[src/flsu_pkg.sv]
/*
  Shared constants, types and helper functions of the fan loop controller.
  Assumes a 40 MHz system clock and APB with 32-bit data.
*/
`default_nettype none
package flsu_pkg;
  // ----------------------------------------
  // Timing
  // ----------------------------------------
  localparam int unsigned CLK_PERIOD_NS = 25;
  localparam int unsigned MS_NS         = 1_000_000;
  localparam int unsigned CYC_PER_MS    = MS_NS / CLK_PERIOD_NS;
  localparam int unsigned SPIN_BASE_MS  = 250;
  localparam int unsigned FAIL_BASE_UPD = 8;

  // ----------------------------------------
  // Register indices, byte address is 4 x index
  // ----------------------------------------
  localparam logic [9:0] IDX_GAIN = 10'h005;
  localparam logic [9:0] IDX_CFG  = 10'h006;
  localparam logic [9:0] IDX_STEP = 10'h007;
  localparam logic [9:0] IDX_CTRL = 10'h020;
  localparam logic [9:0] IDX_DIR  = 10'h021;
  localparam logic [9:0] IDX_STAT = 10'h022;
  localparam logic [9:0] IDX_DUTY = 10'h023;

  // Reset values
  localparam logic [5:0] GAIN_RST = 6'h2A;
  localparam logic [7:0] CFG_RST  = 8'h19;
  localparam logic [7:0] STEP_RST = 8'h10;
  localparam logic [7:0] CTRL_RST = 8'h1E;
  localparam logic [7:0] DIR_RST  = 8'h00;

  // Field positions
  localparam int GAIN_D_LSB = 4;
  localparam int GAIN_I_LSB = 2;
  localparam int GAIN_P_LSB = 0;
  localparam int CFG_WIN_LSB = 6;
  localparam int CFG_SKIP_FULL_KICK  = 5;
  localparam int CFG_LVL_LSB = 2;
  localparam int CFG_TIM_LSB = 0;
  localparam int CTRL_EN     = 0;
  localparam int CTRL_DO_LSB = 1;
  localparam int CTRL_UP_LSB = 3;
  localparam int CTRL_BS_LSB = 6;
  localparam int STAT_SPIN   = 0;
  localparam int STAT_DRV    = 1;

  // Drive scale
  localparam int DUTY_W = 10;
  localparam logic [DUTY_W-1:0] DUTY_MAX = 10'h3FF;
  localparam int unsigned LVL_BASE_PCT = 30;
  localparam int unsigned LVL_STEP_PCT = 5;
  localparam int unsigned PCT_FULL     = 100;

  // Spin-up sequence, Gray coded along idle-kick-level-run
  typedef enum logic [1:0] {
    S_IDLE  = 2'b00,
    S_KICK  = 2'b01,
    S_LEVEL = 2'b11,
    S_RUN   = 2'b10
  } flsu_state_t;

  // Byte address of a register index
  function automatic logic [11:0] reg_addr(input logic [9:0] idx);
    return {idx, 2'b00};
  endfunction

  // Spin time in ms
  function automatic logic [10:0] spin_ms(input logic [1:0] c);
    return 11'(SPIN_BASE_MS << c);
  endfunction

  // Final spin drive on the 10-bit scale
  function automatic logic [9:0] level_duty(input logic [2:0] c);
    int unsigned pct;
    pct = LVL_BASE_PCT + LVL_STEP_PCT * int'(c);
    return 10'(pct * int'(DUTY_MAX) / PCT_FULL);
  endfunction

  // Update period in ms, code 2 filled at 300 ms
  function automatic logic [10:0] upd_ms(input logic [2:0] c);
    logic [10:0] v;
    v = 11'h064;
    unique case (c)
      3'h0: v = 11'h064;
      3'h1: v = 11'h0C8;
      3'h2: v = 11'h12C;
      3'h3: v = 11'h190;
      3'h4: v = 11'h1F4;
      3'h5: v = 11'h320;
      3'h6: v = 11'h4B0;
      3'h7: v = 11'h640;
    endcase
    return v;
  endfunction

  // Drive-fail window in update periods
  function automatic logic [6:0] fail_win(input logic [1:0] c);
    return 7'(FAIL_BASE_UPD << c);
  endfunction
endpackage
`default_nettype wire

[src/flsu_tick.sv]
/*
  Millisecond prescaler and update-period tick.
  Assumes MS_CYCLES clock cycles make one millisecond.
*/
`default_nettype none
module flsu_tick
  import flsu_pkg::*;
#(
  parameter int unsigned MS_CYCLES = CYC_PER_MS
) (
  input  wire logic       mclk_i,
  input  wire logic       rst_n_i,
  input  wire logic [2:0] upd_sel_i,
  output var  logic       ms_tick_o,
  output var  logic       upd_tick_o
);
  typedef struct packed {
    logic [15:0] pre;
    logic [10:0] ms;
    logic        ms_t;
    logic        up_t;
  } flsu_tick_t;

  flsu_tick_t r, n;

  // Count cycles into ms, ms into update periods
  always_comb begin
    n = r;
    n.ms_t = 1'b0;
    n.up_t = 1'b0;
    n.pre = r.pre + 16'h0001;
    if (r.pre >= 16'(MS_CYCLES - 1)) begin
      n.pre = 16'h0000;
      n.ms_t = 1'b1;
      n.ms = r.ms + 11'h001;
      if (r.ms + 11'h001 >= upd_ms(upd_sel_i)) begin
        n.ms = 11'h000;
        n.up_t = 1'b1;
      end
    end
  end

  always_ff @(posedge mclk_i or negedge rst_n_i) begin
    if (!rst_n_i) begin
      r <= '0;
    end else begin
      r <= n;
    end
  end

  assign ms_tick_o = r.ms_t;
  assign upd_tick_o = r.up_t;
endmodule
`default_nettype wire

[src/flsu_pwm.sv]
/*
  PWM output stage, 10-bit or 8-bit resolution.
  Assumes duty on the 10-bit scale; 8-bit mode uses its top byte.
*/
`default_nettype none
module flsu_pwm
  import flsu_pkg::*;
(
  input  wire logic              mclk_i,
  input  wire logic              rst_n_i,
  input  wire logic [DUTY_W-1:0] duty_i,
  input  wire logic              mode8_i,
  output var  logic              pwm_o
);
  typedef struct packed {
    logic [DUTY_W-1:0] cnt;
    logic              out;
  } flsu_pwm_t;

  flsu_pwm_t r, n;

  // Free-running compare; full scale holds high
  always_comb begin
    n = r;
    n.cnt = r.cnt + 10'h001;
    if (mode8_i) begin
      n.out = (r.cnt[7:0] < duty_i[9:2]) || (duty_i == DUTY_MAX);
    end else begin
      n.out = (r.cnt < duty_i) || (duty_i == DUTY_MAX);
    end
  end

  always_ff @(posedge mclk_i or negedge rst_n_i) begin
    if (!rst_n_i) begin
      r <= '0;
    end else begin
      r <= n;
    end
  end

  assign pwm_o = r.out;
endmodule
`default_nettype wire

[src/flsu_fan_ctrl.sv]
/*
  Fan loop controller: gains, spin-up routine, drive-fail window
  and per-update drive step limit, with an APB register slave.
  Assumes an outside tach block giving an error, a valid flag
  and a below-band flag, all synchronous to mclk_i.
*/
// The implementer's own choice: register access over APB.
`default_nettype none
module flsu_fan_ctrl
  import flsu_pkg::*;
#(
  parameter int unsigned MS_CYCLES = CYC_PER_MS
) (
  input  wire logic               mclk_i,
  input  wire logic               rst_n_i,
  input  wire logic               psel_i,
  input  wire logic               penable_i,
  input  wire logic               pwrite_i,
  input  wire logic [11:0]        paddr_i,
  input  wire logic [31:0]        pwdata_i,
  output var  logic [31:0]        prdata_o,
  output var  logic               pready_o,
  output var  logic               pslverr_o,
  input  wire logic               tach_ok_i,
  input  wire logic signed [10:0] tach_err_i,
  input  wire logic               tach_below_i,
  output var  logic               pwm_o,
  output var  logic               spin_fail_o,
  output var  logic               drive_fail_o
);
  // ----------------------------------------
  // State
  // ----------------------------------------
  typedef struct packed {
    logic [5:0]        gain;
    logic [7:0]        cfg;
    logic [7:0]        step;
    logic [7:0]        ctrl;
    logic [7:0]        direct;
    logic              spin_fail;
    logic              drive_fail;
    flsu_state_t       st;
    logic [10:0]       el;
    logic [DUTY_W-1:0] duty;
    logic [10:0]       e_prev;
    logic [6:0]        fail_cnt;
    logic [31:0]       prdata;
    logic              pready;
    logic              pslverr;
  } flsu_regs_t;

  flsu_regs_t r, n;

  logic              ms_tick;
  logic              upd_tick;
  logic              en;
  logic              skip;
  logic              mode8;
  logic              acc;
  logic              wr;
  logic              hit;
  logic              spin_end;
  logic              quarter_end;
  logic [1:0]        dopt;
  logic [1:0]        win_sel;
  logic [1:0]        gd;
  logic [1:0]        gi;
  logic [1:0]        gp;
  logic [7:0]        wb;
  logic [31:0]       rd;
  logic [9:0]        cap;
  logic [9:0]        lvl;
  logic [10:0]       sp_ms;
  logic signed [17:0] e;
  logic signed [17:0] de;
  logic signed [17:0] dterm;
  logic signed [17:0] delta;
  logic signed [17:0] cap_s;
  logic signed [17:0] dir_d;
  flsu_state_t       start_st;

  // ----------------------------------------
  // Helpers
  // ----------------------------------------
  // Clamp a change to plus or minus the cap
  function automatic logic signed [17:0] lim(input logic signed [17:0] d,
                                             input logic signed [17:0] c);
    logic signed [17:0] v;
    v = d;
    if (d > c) begin
      v = c;
    end else if (d < -c) begin
      v = -c;
    end
    return v;
  endfunction

  // Apply a change to the duty, saturating at both ends
  function automatic logic [DUTY_W-1:0] sat(input logic [DUTY_W-1:0] dty,
                                            input logic signed [17:0] d);
    logic signed [17:0] s;
    s = $signed({8'h00, dty}) + d;
    if (s < 18'sh0_0000) begin
      s = 18'sh0_0000;
    end else if (s > $signed({8'h00, DUTY_MAX})) begin
      s = $signed({8'h00, DUTY_MAX});
    end
    return s[DUTY_W-1:0];
  endfunction

  // Size of a duty change
  function automatic logic [DUTY_W-1:0] absd(input logic [DUTY_W-1:0] a,
                                             input logic [DUTY_W-1:0] b);
    return (a > b) ? a - b : b - a;
  endfunction

  // ----------------------------------------
  // Field decode and loop arithmetic
  // ----------------------------------------
  assign en      = r.ctrl[CTRL_EN];
  assign dopt    = r.ctrl[CTRL_DO_LSB +: 2];
  assign mode8   = (r.ctrl[CTRL_BS_LSB +: 2] == 2'b00);
  assign skip    = r.cfg[CFG_SKIP_FULL_KICK];
  assign win_sel = r.cfg[CFG_WIN_LSB +: 2];
  assign gd      = r.gain[GAIN_D_LSB +: 2];
  assign gi      = r.gain[GAIN_I_LSB +: 2];
  assign gp      = r.gain[GAIN_P_LSB +: 2];
  assign sp_ms   = spin_ms(r.cfg[CFG_TIM_LSB +: 2]);
  assign lvl     = level_duty(r.cfg[CFG_LVL_LSB +: 3]);
  assign start_st = skip ? S_LEVEL : S_KICK;
  assign spin_end = ms_tick && (r.el == sp_ms - 11'h001);
  assign quarter_end = ms_tick && (r.el + 11'h001 >= (sp_ms >> 2));
  // Step on the active duty scale
  assign cap     = mode8 ? {r.step, 2'b00} : {2'b00, r.step};
  assign cap_s   = $signed({8'h00, cap});
  assign acc     = psel_i && penable_i;
  assign wr      = acc && r.pready && pwrite_i;
  assign wb      = pwdata_i[7:0];

  // Velocity-form terms, gain code is a shift of 0 to 3
  assign e       = 18'(tach_err_i);
  assign de      = e - 18'($signed(r.e_prev));
  assign dterm   = de <<< gd;
  assign delta   = (de <<< gp) + (e <<< gi)
                 + ((dopt != 2'b00) ? dterm : 18'sh0_0000)
                 + ((dopt == 2'b11) ? dterm : 18'sh0_0000);
  assign dir_d   = $signed({8'h00, r.direct, 2'b00}) - $signed({8'h00, r.duty});

  // ----------------------------------------
  // Register read mux
  // ----------------------------------------
  always_comb begin
    rd = 32'h0000_0000;
    hit = 1'b1;
    case (paddr_i)
      reg_addr(IDX_GAIN): rd[5:0] = r.gain;
      reg_addr(IDX_CFG):  rd[7:0] = r.cfg;
      reg_addr(IDX_STEP): rd[7:0] = r.step;
      reg_addr(IDX_CTRL): rd[7:0] = r.ctrl;
      reg_addr(IDX_DIR):  rd[7:0] = r.direct;
      reg_addr(IDX_STAT): rd[3:0] = {r.st, r.drive_fail, r.spin_fail};
      reg_addr(IDX_DUTY): rd[DUTY_W-1:0] = r.duty;
      default:            hit = 1'b0;
    endcase
  end

  // ----------------------------------------
  // Next state
  // ----------------------------------------
  always_comb begin
    n = r;
    // APB: one wait cycle, data and error with ready
    n.pready = acc && !r.pready;
    if (acc && !r.pready) begin
      n.prdata = pwrite_i ? 32'h0000_0000 : rd;
      n.pslverr = !hit;
    end
    // Writes land on the edge that completes the access
    if (wr) begin
      case (paddr_i)
        reg_addr(IDX_GAIN): n.gain = wb[5:0];
        reg_addr(IDX_CFG):  n.cfg = wb;
        reg_addr(IDX_STEP): n.step = wb;
        reg_addr(IDX_CTRL): n.ctrl = wb;
        reg_addr(IDX_DIR):  n.direct = wb;
        reg_addr(IDX_STAT): begin
          if (wb[STAT_SPIN]) begin
            n.spin_fail = 1'b0;
          end
          if (wb[STAT_DRV]) begin
            n.drive_fail = 1'b0;
          end
        end
        default: ;
      endcase
    end
    // Spin-up and loop; hardware sets below win over clears
    if (!en) begin
      n.st = S_IDLE;
      n.el = 11'h000;
      n.fail_cnt = 7'h00;
      if (upd_tick) begin
        n.duty = sat(r.duty, lim(dir_d, cap_s));
      end
    end else begin
      unique case (r.st)
        S_IDLE: begin
          n.st = start_st;
          n.el = 11'h000;
        end
        S_KICK, S_LEVEL: begin
          if (ms_tick) begin
            n.el = r.el + 11'h001;
          end
          if (spin_end) begin
            n.el = 11'h000;
            if (tach_ok_i) begin
              n.st = S_RUN;
              n.duty = lvl;
              n.e_prev = tach_err_i;
            end else begin
              n.spin_fail = 1'b1;
              n.st = start_st;
            end
          end else if (r.st == S_KICK && quarter_end) begin
            n.st = S_LEVEL;
          end
        end
        S_RUN: begin
          if (!tach_ok_i) begin
            n.st = start_st;
            n.el = 11'h000;
          end else if (upd_tick) begin
            n.e_prev = tach_err_i;
            if (dopt[1]) begin
              n.duty = sat(r.duty, delta);
            end else begin
              n.duty = sat(r.duty, lim(delta, cap_s));
            end
            // Count updates stuck at full drive below target
            if (r.duty == DUTY_MAX && tach_below_i) begin
              n.fail_cnt = r.fail_cnt + 7'h01;
              if (r.fail_cnt + 7'h01 >= fail_win(win_sel)) begin
                n.drive_fail = 1'b1;
                n.fail_cnt = 7'h00;
              end
            end else begin
              n.fail_cnt = 7'h00;
            end
          end
        end
      endcase
    end
    // Spin phases force their drive
    if (n.st == S_KICK) begin
      n.duty = DUTY_MAX;
    end else if (n.st == S_LEVEL) begin
      n.duty = lvl;
    end
    if (win_sel == 2'b00) begin
      n.fail_cnt = 7'h00;
    end
  end

  // Register the whole state
  always_ff @(posedge mclk_i or negedge rst_n_i) begin
    if (!rst_n_i) begin
      r <= '0;
      r.gain <= GAIN_RST;
      r.cfg <= CFG_RST;
      r.step <= STEP_RST;
      r.ctrl <= CTRL_RST;
      r.direct <= DIR_RST;
      r.st <= S_IDLE;
    end else begin
      r <= n;
    end
  end

  // ----------------------------------------
  // Sub-blocks and outputs
  // ----------------------------------------
  flsu_tick #(
    .MS_CYCLES (MS_CYCLES)
  ) u_tick (
    .mclk_i     (mclk_i),
    .rst_n_i    (rst_n_i),
    .upd_sel_i  (r.ctrl[CTRL_UP_LSB +: 3]),
    .ms_tick_o  (ms_tick),
    .upd_tick_o (upd_tick)
  );

  flsu_pwm u_pwm (
    .mclk_i  (mclk_i),
    .rst_n_i (rst_n_i),
    .duty_i  (r.duty),
    .mode8_i (mode8),
    .pwm_o   (pwm_o)
  );

  assign prdata_o     = r.prdata;
  assign pready_o     = r.pready;
  assign pslverr_o    = r.pslverr;
  assign spin_fail_o  = r.spin_fail;
  assign drive_fail_o = r.drive_fail;
endmodule
`default_nettype wire

[config.mk]
export PLATFORM = sky130hd
export DESIGN_NAME = flsu_fan_ctrl
export DESIGN_NICKNAME = d
export VERILOG_FILES = /design/src/flsu_pkg.sv /design/src/flsu_tick.sv /design/src/flsu_pwm.sv /design/src/flsu_fan_ctrl.sv
export SDC_FILE = /design/constraint.sdc
export NUM_CORES = 1
export LEC_CHECK = 0
export ABC_AREA = 1
export BUFFER_PORTS_ARGS = -buffer_cell sky130_fd_sc_hd__buf_4
export CAP_MARGIN = 5
export CORE_MARGIN = 1
export CORE_UTILIZATION = 45
export CTS_BUF_LIST = sky130_fd_sc_hd__clkbuf_16
export CTS_CLUSTER_SIZE = 28
export DETAILED_ROUTE_END_ITERATION = 10
export SLEW_MARGIN = 0
export SYNTH_ARGS = -nofsm -noshare
export SYNTH_HDL_FRONTEND = slang
export SYNTH_HIERARCHICAL = 1
export SYNTH_SLANG_ARGS = --single-unit
[constraint.sdc]
create_clock -name mclk_i -period 11.15 [get_ports mclk_i]
set_clock_uncertainty 0.15 [all_clocks]
set_input_delay 2.23 -clock mclk_i [delete_from_list [all_inputs] [get_ports mclk_i]]
set_output_delay 2.23 -clock mclk_i [all_outputs]
set_load 0.05 [all_outputs]
# Yosys cells after proc, flatten, opt, wreduce, memory -nomap -nowiden
# Memories as Yosys holds them, arrays and structs flattened.
# Cells that the tools add are included.
word_totals:
  ff_bits: 155
  latchBits: 0
  mem_bits_rw: 0
  mem_bits_ro: 72
  in_bits: 62
  out_inout_bits: 37
  wordCells: 186
  mem_count: 1
memory_table:
  columns: ["name", "depth", "width", "rd", "rd_clocked_by_memory_dff", "write_ports", "line", "rtl"]
  rows:
  - ["(no name shown)", 8, 9, 1, 0, 0, "flsu_pkg.sv:85", "unique case (c)"]
classes:
  n_addsub: 16
  mul: 2
  div: 1
  magnitude_cmp: 16
  n_eq_ne: 29
  shifts: 5
  n_mux: 66
  n_bitwise: 0
  n_reduce_logical: 29
ops:
  columns: ["operator", "count"]
  rows:
  - ["2-to-1 mux 18 bit", 13]
  - ["2-to-1 mux 10 bit", 12]
  - ["2-to-1 mux 28 bit", 2]
  - ["adder 11 x 18 -> 18 bit", 3]
  - ["adder 18 bit", 3]
  - ["greater-than comparator 18 x 11 -> 1 bit (second input constant)", 3]
  - ["less-than comparator 18 x 1 -> 1 bit (second input constant)", 3]
  - ["equality test 12 x 8 -> 1 bit (second input constant)", 4]
  - ["case mux 21 bit (2 select lines)", 1]
  - ["case mux 13 bit (3 select lines)", 1]
  - ["equality test 12 x 5 -> 1 bit (second input constant)", 3]
  - ["<<< shifter 12 x 2 -> 18 bit", 2]
  - ["2-to-1 mux 7 bit", 5]
  - ["2-to-1 mux 11 bit", 3]
  - ["divider 32 x 7 -> 32 bit (second input constant)", 1]
  - ["2-to-1 mux 32 bit", 1]
  - ["2-to-1 mux 29 bit", 1]
  - ["case mux 4 bit (7 select lines)", 1]
  - ["2-to-1 mux 23 bit", 1]
  - ["adder 11 x 1 -> 11 bit (second input constant)", 2]
  - ["2-to-1 mux 21 bit", 1]
  - ["greater-than comparator 18 x 11 -> 1 bit", 1]
  - ["less-than comparator 11 x 18 -> 1 bit", 1]
  - ["less-than comparator 18 bit", 1]
  - ["other kinds (48)", 95]

# Longest topological paths before layout
logic_depth:
  depth_word: 25
  depth_mapped: 82
  mapped_depth_nobuf: 80

# Modules after synthesis
# Netlist, hierarchy kept.
by_module_without_submodules:
  columns: ["module", "instances", "cells_per_inst", "area_per_inst_um2", "seq_area_each_um2"]
  rows:
  - ["flsu_fan_ctrl", 1, 2367, 15999.1, 2341.0]
  - ["flsu_tick", 1, 270, 1965.6, 725.7]
  - ["flsu_pwm", 1, 116, 890.9, 275.3]

# Least setup slack after synthesis
# OpenSTA, ideal clock, no wires.
synth_timing:
  kind: "input -> register"
  start: "in tach_err_i[2]"
  end: "reg r[54] in the netlist's numbering"
  setup_ns: 0.078
  arrival_ns: 12.093
  required_time_ns: 10.922
  path_slack_ns: -1.171
  cell_stages: 67
  path_buffers: 2
  path_cell_list: "ha_1 > nand3_1 > and2_1 > or2_2 > nand2_1 > a21oi_1 > or2_2 > nand2_1 > a21oi_1 > or2_2 > nand2_1 > a21oi_1 > or2_2 > a31oi_1 > inv_1 > nand2_1 > o21ai_0 > mux2i_1 > [... 31 more ...] > nand2_1 > a21oi_1 > inv_1 > a21oi_1 > o21ai_0 > nand2_1 > nand2_1 > nand4_1 > nor4_1 > nand2_1 > o2111ai_1 > nand2_1 > a21oi_1 > a21oi_1 > o21ai_0 > a21oi_1 > o21a_1 > a21oi_1"
synth_via:
  elab_chain_cells: 24
  elab_cells_between_ends: 35
  classes_between: "6 x add/sub; 6 x order compare; 3 x shift; 20 x mux"
synth_rtl:
  columns: ["item", "line", "rtl"]
  rows:
  - ["start, declared", "flsu_fan_ctrl.sv:25", "input wire logic signed [10:0] tach_err_i,"]
  - ["subtractor 11 x 11 -> 12 bit", "flsu_fan_ctrl.sv:142", "assign de = e - 18'($signed(r.e_prev));"]
  - ["<<< shifter 12 x 2 -> 18 bit, on equally long branches", "flsu_fan_ctrl.sv:144, flsu_fan_ctrl.sv:143", null]
  - ["adder 18 bit / 2-to-1 mux 18 bit (equally long branches)", "flsu_fan_ctrl.sv:144, flsu_fan_ctrl.sv:145", null]
  - ["adder 18 bit", "flsu_fan_ctrl.sv:145", "+ ((dopt != 2'b00) ? dterm : 18'sh0_0000)"]
  - ["adder 18 bit *", "flsu_fan_ctrl.sv:146", "+ ((dopt == 2'b11) ? dterm : 18'sh0_0000);"]
  - ["less-than comparator 18 bit", "flsu_fan_ctrl.sv:92", "end else if (d < -c) begin"]
  - ["2-to-1 mux 18 bit", "flsu_fan_ctrl.sv:92", null]
  - ["2-to-1 mux 18 bit", "flsu_fan_ctrl.sv:90", "if (d > c) begin"]
  - ["[... 8 more ...]", null, null]
  - ["2-to-1 mux 10 bit", "flsu_fan_ctrl.sv:103", "if (s < 18'sh0_0000) begin"]
  - ["2-to-1 mux 10 bit *", "flsu_fan_ctrl.sv:235", "if (dopt[1]) begin"]
  - ["2-to-1 mux 28 bit *", "flsu_fan_ctrl.sv:233", "end else if (upd_tick) begin"]
  - ["2-to-1 mux 28 bit *", "flsu_fan_ctrl.sv:230", "if (!tach_ok_i) begin"]
  - ["case mux 21 bit (2 select lines) *", "flsu_fan_ctrl.sv:206", "unique case (r.st)"]
  - ["2-to-1 mux 23 bit *", "flsu_fan_ctrl.sv:198", "if (!en) begin"]
  - ["2-to-1 mux 10 bit *", "flsu_fan_ctrl.sv:257", "end else if (n.st == S_LEVEL) begin"]
  - ["2-to-1 mux 10 bit *", "flsu_fan_ctrl.sv:255", "if (n.st == S_KICK) begin"]
  - ["end signal, assigned", "flsu_fan_ctrl.sv:276", "r <= n;"]
  - ["end, declared", "flsu_fan_ctrl.sv:52", "flsu_regs_t r, n;"]
# Mark *: on every way between the ends. The rest lies on a longest branch, timed or not. The select of a mux whose other input is x is not followed.
# A chain may end at the register's enable or synchronous reset.

# Final worst setup path
layout_timing:
  start: "in tach_err_i[0]"
  end: "reg r[56] in the netlist's numbering"
# The elaborated chain is that of the path after synthesis.

==> flow_summary.ini <==
[timing]
fin_crit_sh = 1.05
setup_ws_ns = -0.597
rsz0062_at_grt = true
holdWs_ns = 0.309
min_period_ns = 11.75
slew_headroom = 0.249
setup_viol = 10
drv_slew = 0
fmax_ghz = 0.0851
hold_viol_final = 0
worst_pin_slew_ns = 1.13

[cts]
cts.sinks = 133
cts_hold_buf = 0
cts.clk_slew.worst_paths_ns = 0.06
cts.path.max_buffers = 2
cts_tree = done
cts.htree.levels = 4
clock_latency_ns = 0.45
cts_root_buf = clkbuf_16
cts_made_buffers = 17

[synth]
synth_ff_type = dfrtp_1
synth_warnings = 6
synth_edf_count = 0
synthArstFlopShare = 1.00
synth-seq-area-share = 0.177
syn_inst = 2753
ys_types = 73
synth.avg_cell_area_um2 = 6.85
synth_area_um2 = 18900
synth-seq-cells = 133

[detailed_routing]
wl_mm = 53.0
vias = 18400
wire_per_inst_um = 15.1
drt_pass1_iterations = 5
drtIter0Drc = 1268
drt-vias-per-instance = 5.24
drtAntennaViolNets = 0
route.detailed.drc = 0

[floorplanning]
core_area_um2 = 41100
die_width_um = 207
placementRows = 74
boundaryPins = 99
chipHeight_um = 207
dieArea_um2 = 42700
start_util = 0.459

[power]
powerDensity_nw_per_um2 = 162
combPwrFrac = 0.714
power.internal_mw = 1.96
leakage_nw = 11.7
power_frac_seq = 0.134
netSwitchingPower_mw = 1.67
ir_worst_vdd_uv = 177
clock_power_share = 0.152
power.total_mw = 3.62
p_sw_frac = 0.460

[setup_path]
critPathKind = input pin to flip-flop
path_buf_inv = 11
start_kind = input pin
critPathTopFamily = compound AO/OA/AOI/OAI gates
cp_slowest_cell = fa_1
critPathCaptureType = flip-flop
max_stage_delay_ns = 0.56
cp_common_cell = a21oi_2
cp_max_fo = 5
cp.arrival_ns = 11.86
required_ns = 11.27

[status]
violations = negative setup slack
status = complete, but fails checks

[global_route]
grt_max_degree = 77
antenna_found_initial = 0
grt_pass1_wl_mm = 86.7
grt_pass1_vias = 17300
grt_use_total = 0.253
overflow = 0

[layout]
n_fill_cell = 4096
syn2layout_area_growth_pct = 18.4
num_antenna_cells = 0
nNetsFinal = 3300
drive_gt1_frac = 0.190
fin_cells = 3507
final_util = 0.543

[placement]
placed_cells = 3431
place_hpwl_mm = 42.7
gp_congestion = 0.935
io_buffers = 52

[min_path]
hold_class = flip-flop to flip-flop

[job]
cap_violations = 0
[registers in the layout, indices dropped and copies added (netlist names)]
signal             cells
r                     70
u_tick/r              27
prdata_o              10
u_pwm/r               10
dopt                   2
gd                     2
gi                     2
gp                     2
drive_fail_o           1
en                     1
pready_o               1
pslverr_o              1
spin_fail_o            1
u_pwm/pwm_o            1
u_tick/ms_tick_o       1
u_tick/upd_tick_o      1
[area by class of cell]
| class | count | area (um^2) | share of cell area |
|---|---|---|---|
| multi-input cells | 2099 | 14100 | 0.631 |
| flip-flops and latches | 133 | 3340 | 0.150 |
| repair buffers | 249 | 1910 | 0.0858 |
| inverters | 462 | 1750 | 0.0783 |
| well taps | 532 | 666 | 0.0298 |
| clock buffers | 17 | 425 | 0.0191 |
| clock inverters | 15 | 136 | 0.00611 |
[worst paths after layout]
kind | from | endpoint | slack (ns) | cells after the start
min in group asynchronous | rst_n_i | r[65] | 1.60 | 1
min | u_tick/r[13] | u_tick/r[13] | 0.31 | 1
min reg2reg | u_tick/r[13] | u_tick/r[13] | 0.31 | 1
max reg2reg | r[105] | r[52] | 0.29 | 62
max in group asynchronous | rst_n_i | r[43] | 7.85 | 2
max | tach_err_i[0] | r[56] | -0.60 | 69
[repair_timing]
| item | CTS | global route |
|---|---|---|
| setup endpoints to repair | 10 | 10 |
| pin swaps | 69 | 63 |
| resized for setup | 87 | 58 |
| gates cloned | 0 | 0 |
| hold endpoints to repair | 0 | 0 |
| setup buffers | 37 | 10 |
[Yosys cell counts, types with 14 or more instances]
cell,instances,area share
a21oi_1,133,0.035
buf_4,34,0.014
clkbuf_1,37,0.0074
dfrtp_1,122,0.16
fa_1,55,0.058
ha_1,221,0.15
inv_1,438,0.087
inv_2,17,0.0034
nand2_1,620,0.12
nand2_2,38,0.013
nand2_4,16,0.0096
nand3_1,139,0.037
nand3_2,18,0.0096
nand4_1,48,0.016
nor2_1,218,0.043
nor3_1,26,0.0069
o211ai_1,20,0.0080
o21ai_0,207,0.055
o21bai_1,14,0.0056
xnor2_1,26,0.012
xor2_1,88,0.041
[placed cells by master, fill, tap and decap left out, types with 10 or more instances in the layout]
cell type / instances
nand2_4: 23
o22ai_1: 13
a21oi_2: 33
o21ai_0: 175
o21ai_2: 16
o21ai_1: 24
mux2i_1: 10
fa_1: 53
o21bai_1: 13
o211ai_1: 20
dfrtp_1: 122
xnor2_1: 25
ha_4: 12
nor2_2: 13
nor3_1: 26
xor2_1: 84
nand4_1: 48
inv_2: 24
ha_1: 209
buf_6: 10
nor2_4: 12
a21oi_1: 103
nor2_1: 214
conb_1: 22
buf_4: 238
nand2_2: 53
nand3_2: 22
inv_1: 429
clkbuf_16: 17
nand3_1: 134
nand2_1: 598
dfstp_2: 11
[worst reg2reg max path, delay by kind of cell (launching register included)]
| family | cells | cell delay [ns] |
|---|---|---|
| flops | 1 | 0.70 |
| fa+ha+maj | 9 | 3.18 |
| xor+xnor | 2 | 0.54 |
| simple gates | 43 | 5.40 |
| buf+inv | 6 | 0.45 |
| compound gates | 2 | 0.34 |
[stage by stage]
stage	setup slack, ns	setup TNS (ns)	cell area [um^2]
final	-0.597	-5.40	22300
after detailed placement	-1.53	-14.10	20800
after CTS	-0.311	-2.44	22000
after floorplan	-0.452	-3.48	19100
after global placement	-1.27	-11.65	20800
after global routing	-1.22	-11.69	22300
[routing by layer]
metal / global-route usage / vias up / share of wire
li1: - / 9342 / -
met1: 0.357 / 8591 / 0.48
met2: 0.405 / 378 / 0.45
met3: 0.0330 / 62 / 0.044
met4: 0.0680 / 0 / 0.020
met5: 0 / - / 0
[logic make-up after synthesis]
family | count (synthesis) | share of synthesized area
AND/OR/NAND/NOR | 1192 | 0.291
buffers and inverters | 542 | 0.118
flip-flops | 133 | 0.177
adder cells (fa/ha/maj) | 276 | 0.205
XOR/XNOR | 114 | 0.0530
AO/OA/AOI/OAI | 485 | 0.150
other | 1 | 0.000199
multiplexers | 10 | 0.00531
[power by group through the flow]
stage               logic [mW]  registers [mW]  clock network [mW]
global route              2.85           0.487               0.580
floorplan                 1.41           0.498                   0
detailed placement        2.07           0.496                   0
CTS                       2.34           0.487               0.560
global placement          2.02           0.495                   0
finish                    2.59           0.487               0.550
No activity file was read; power rests on OpenSTA's default activity.
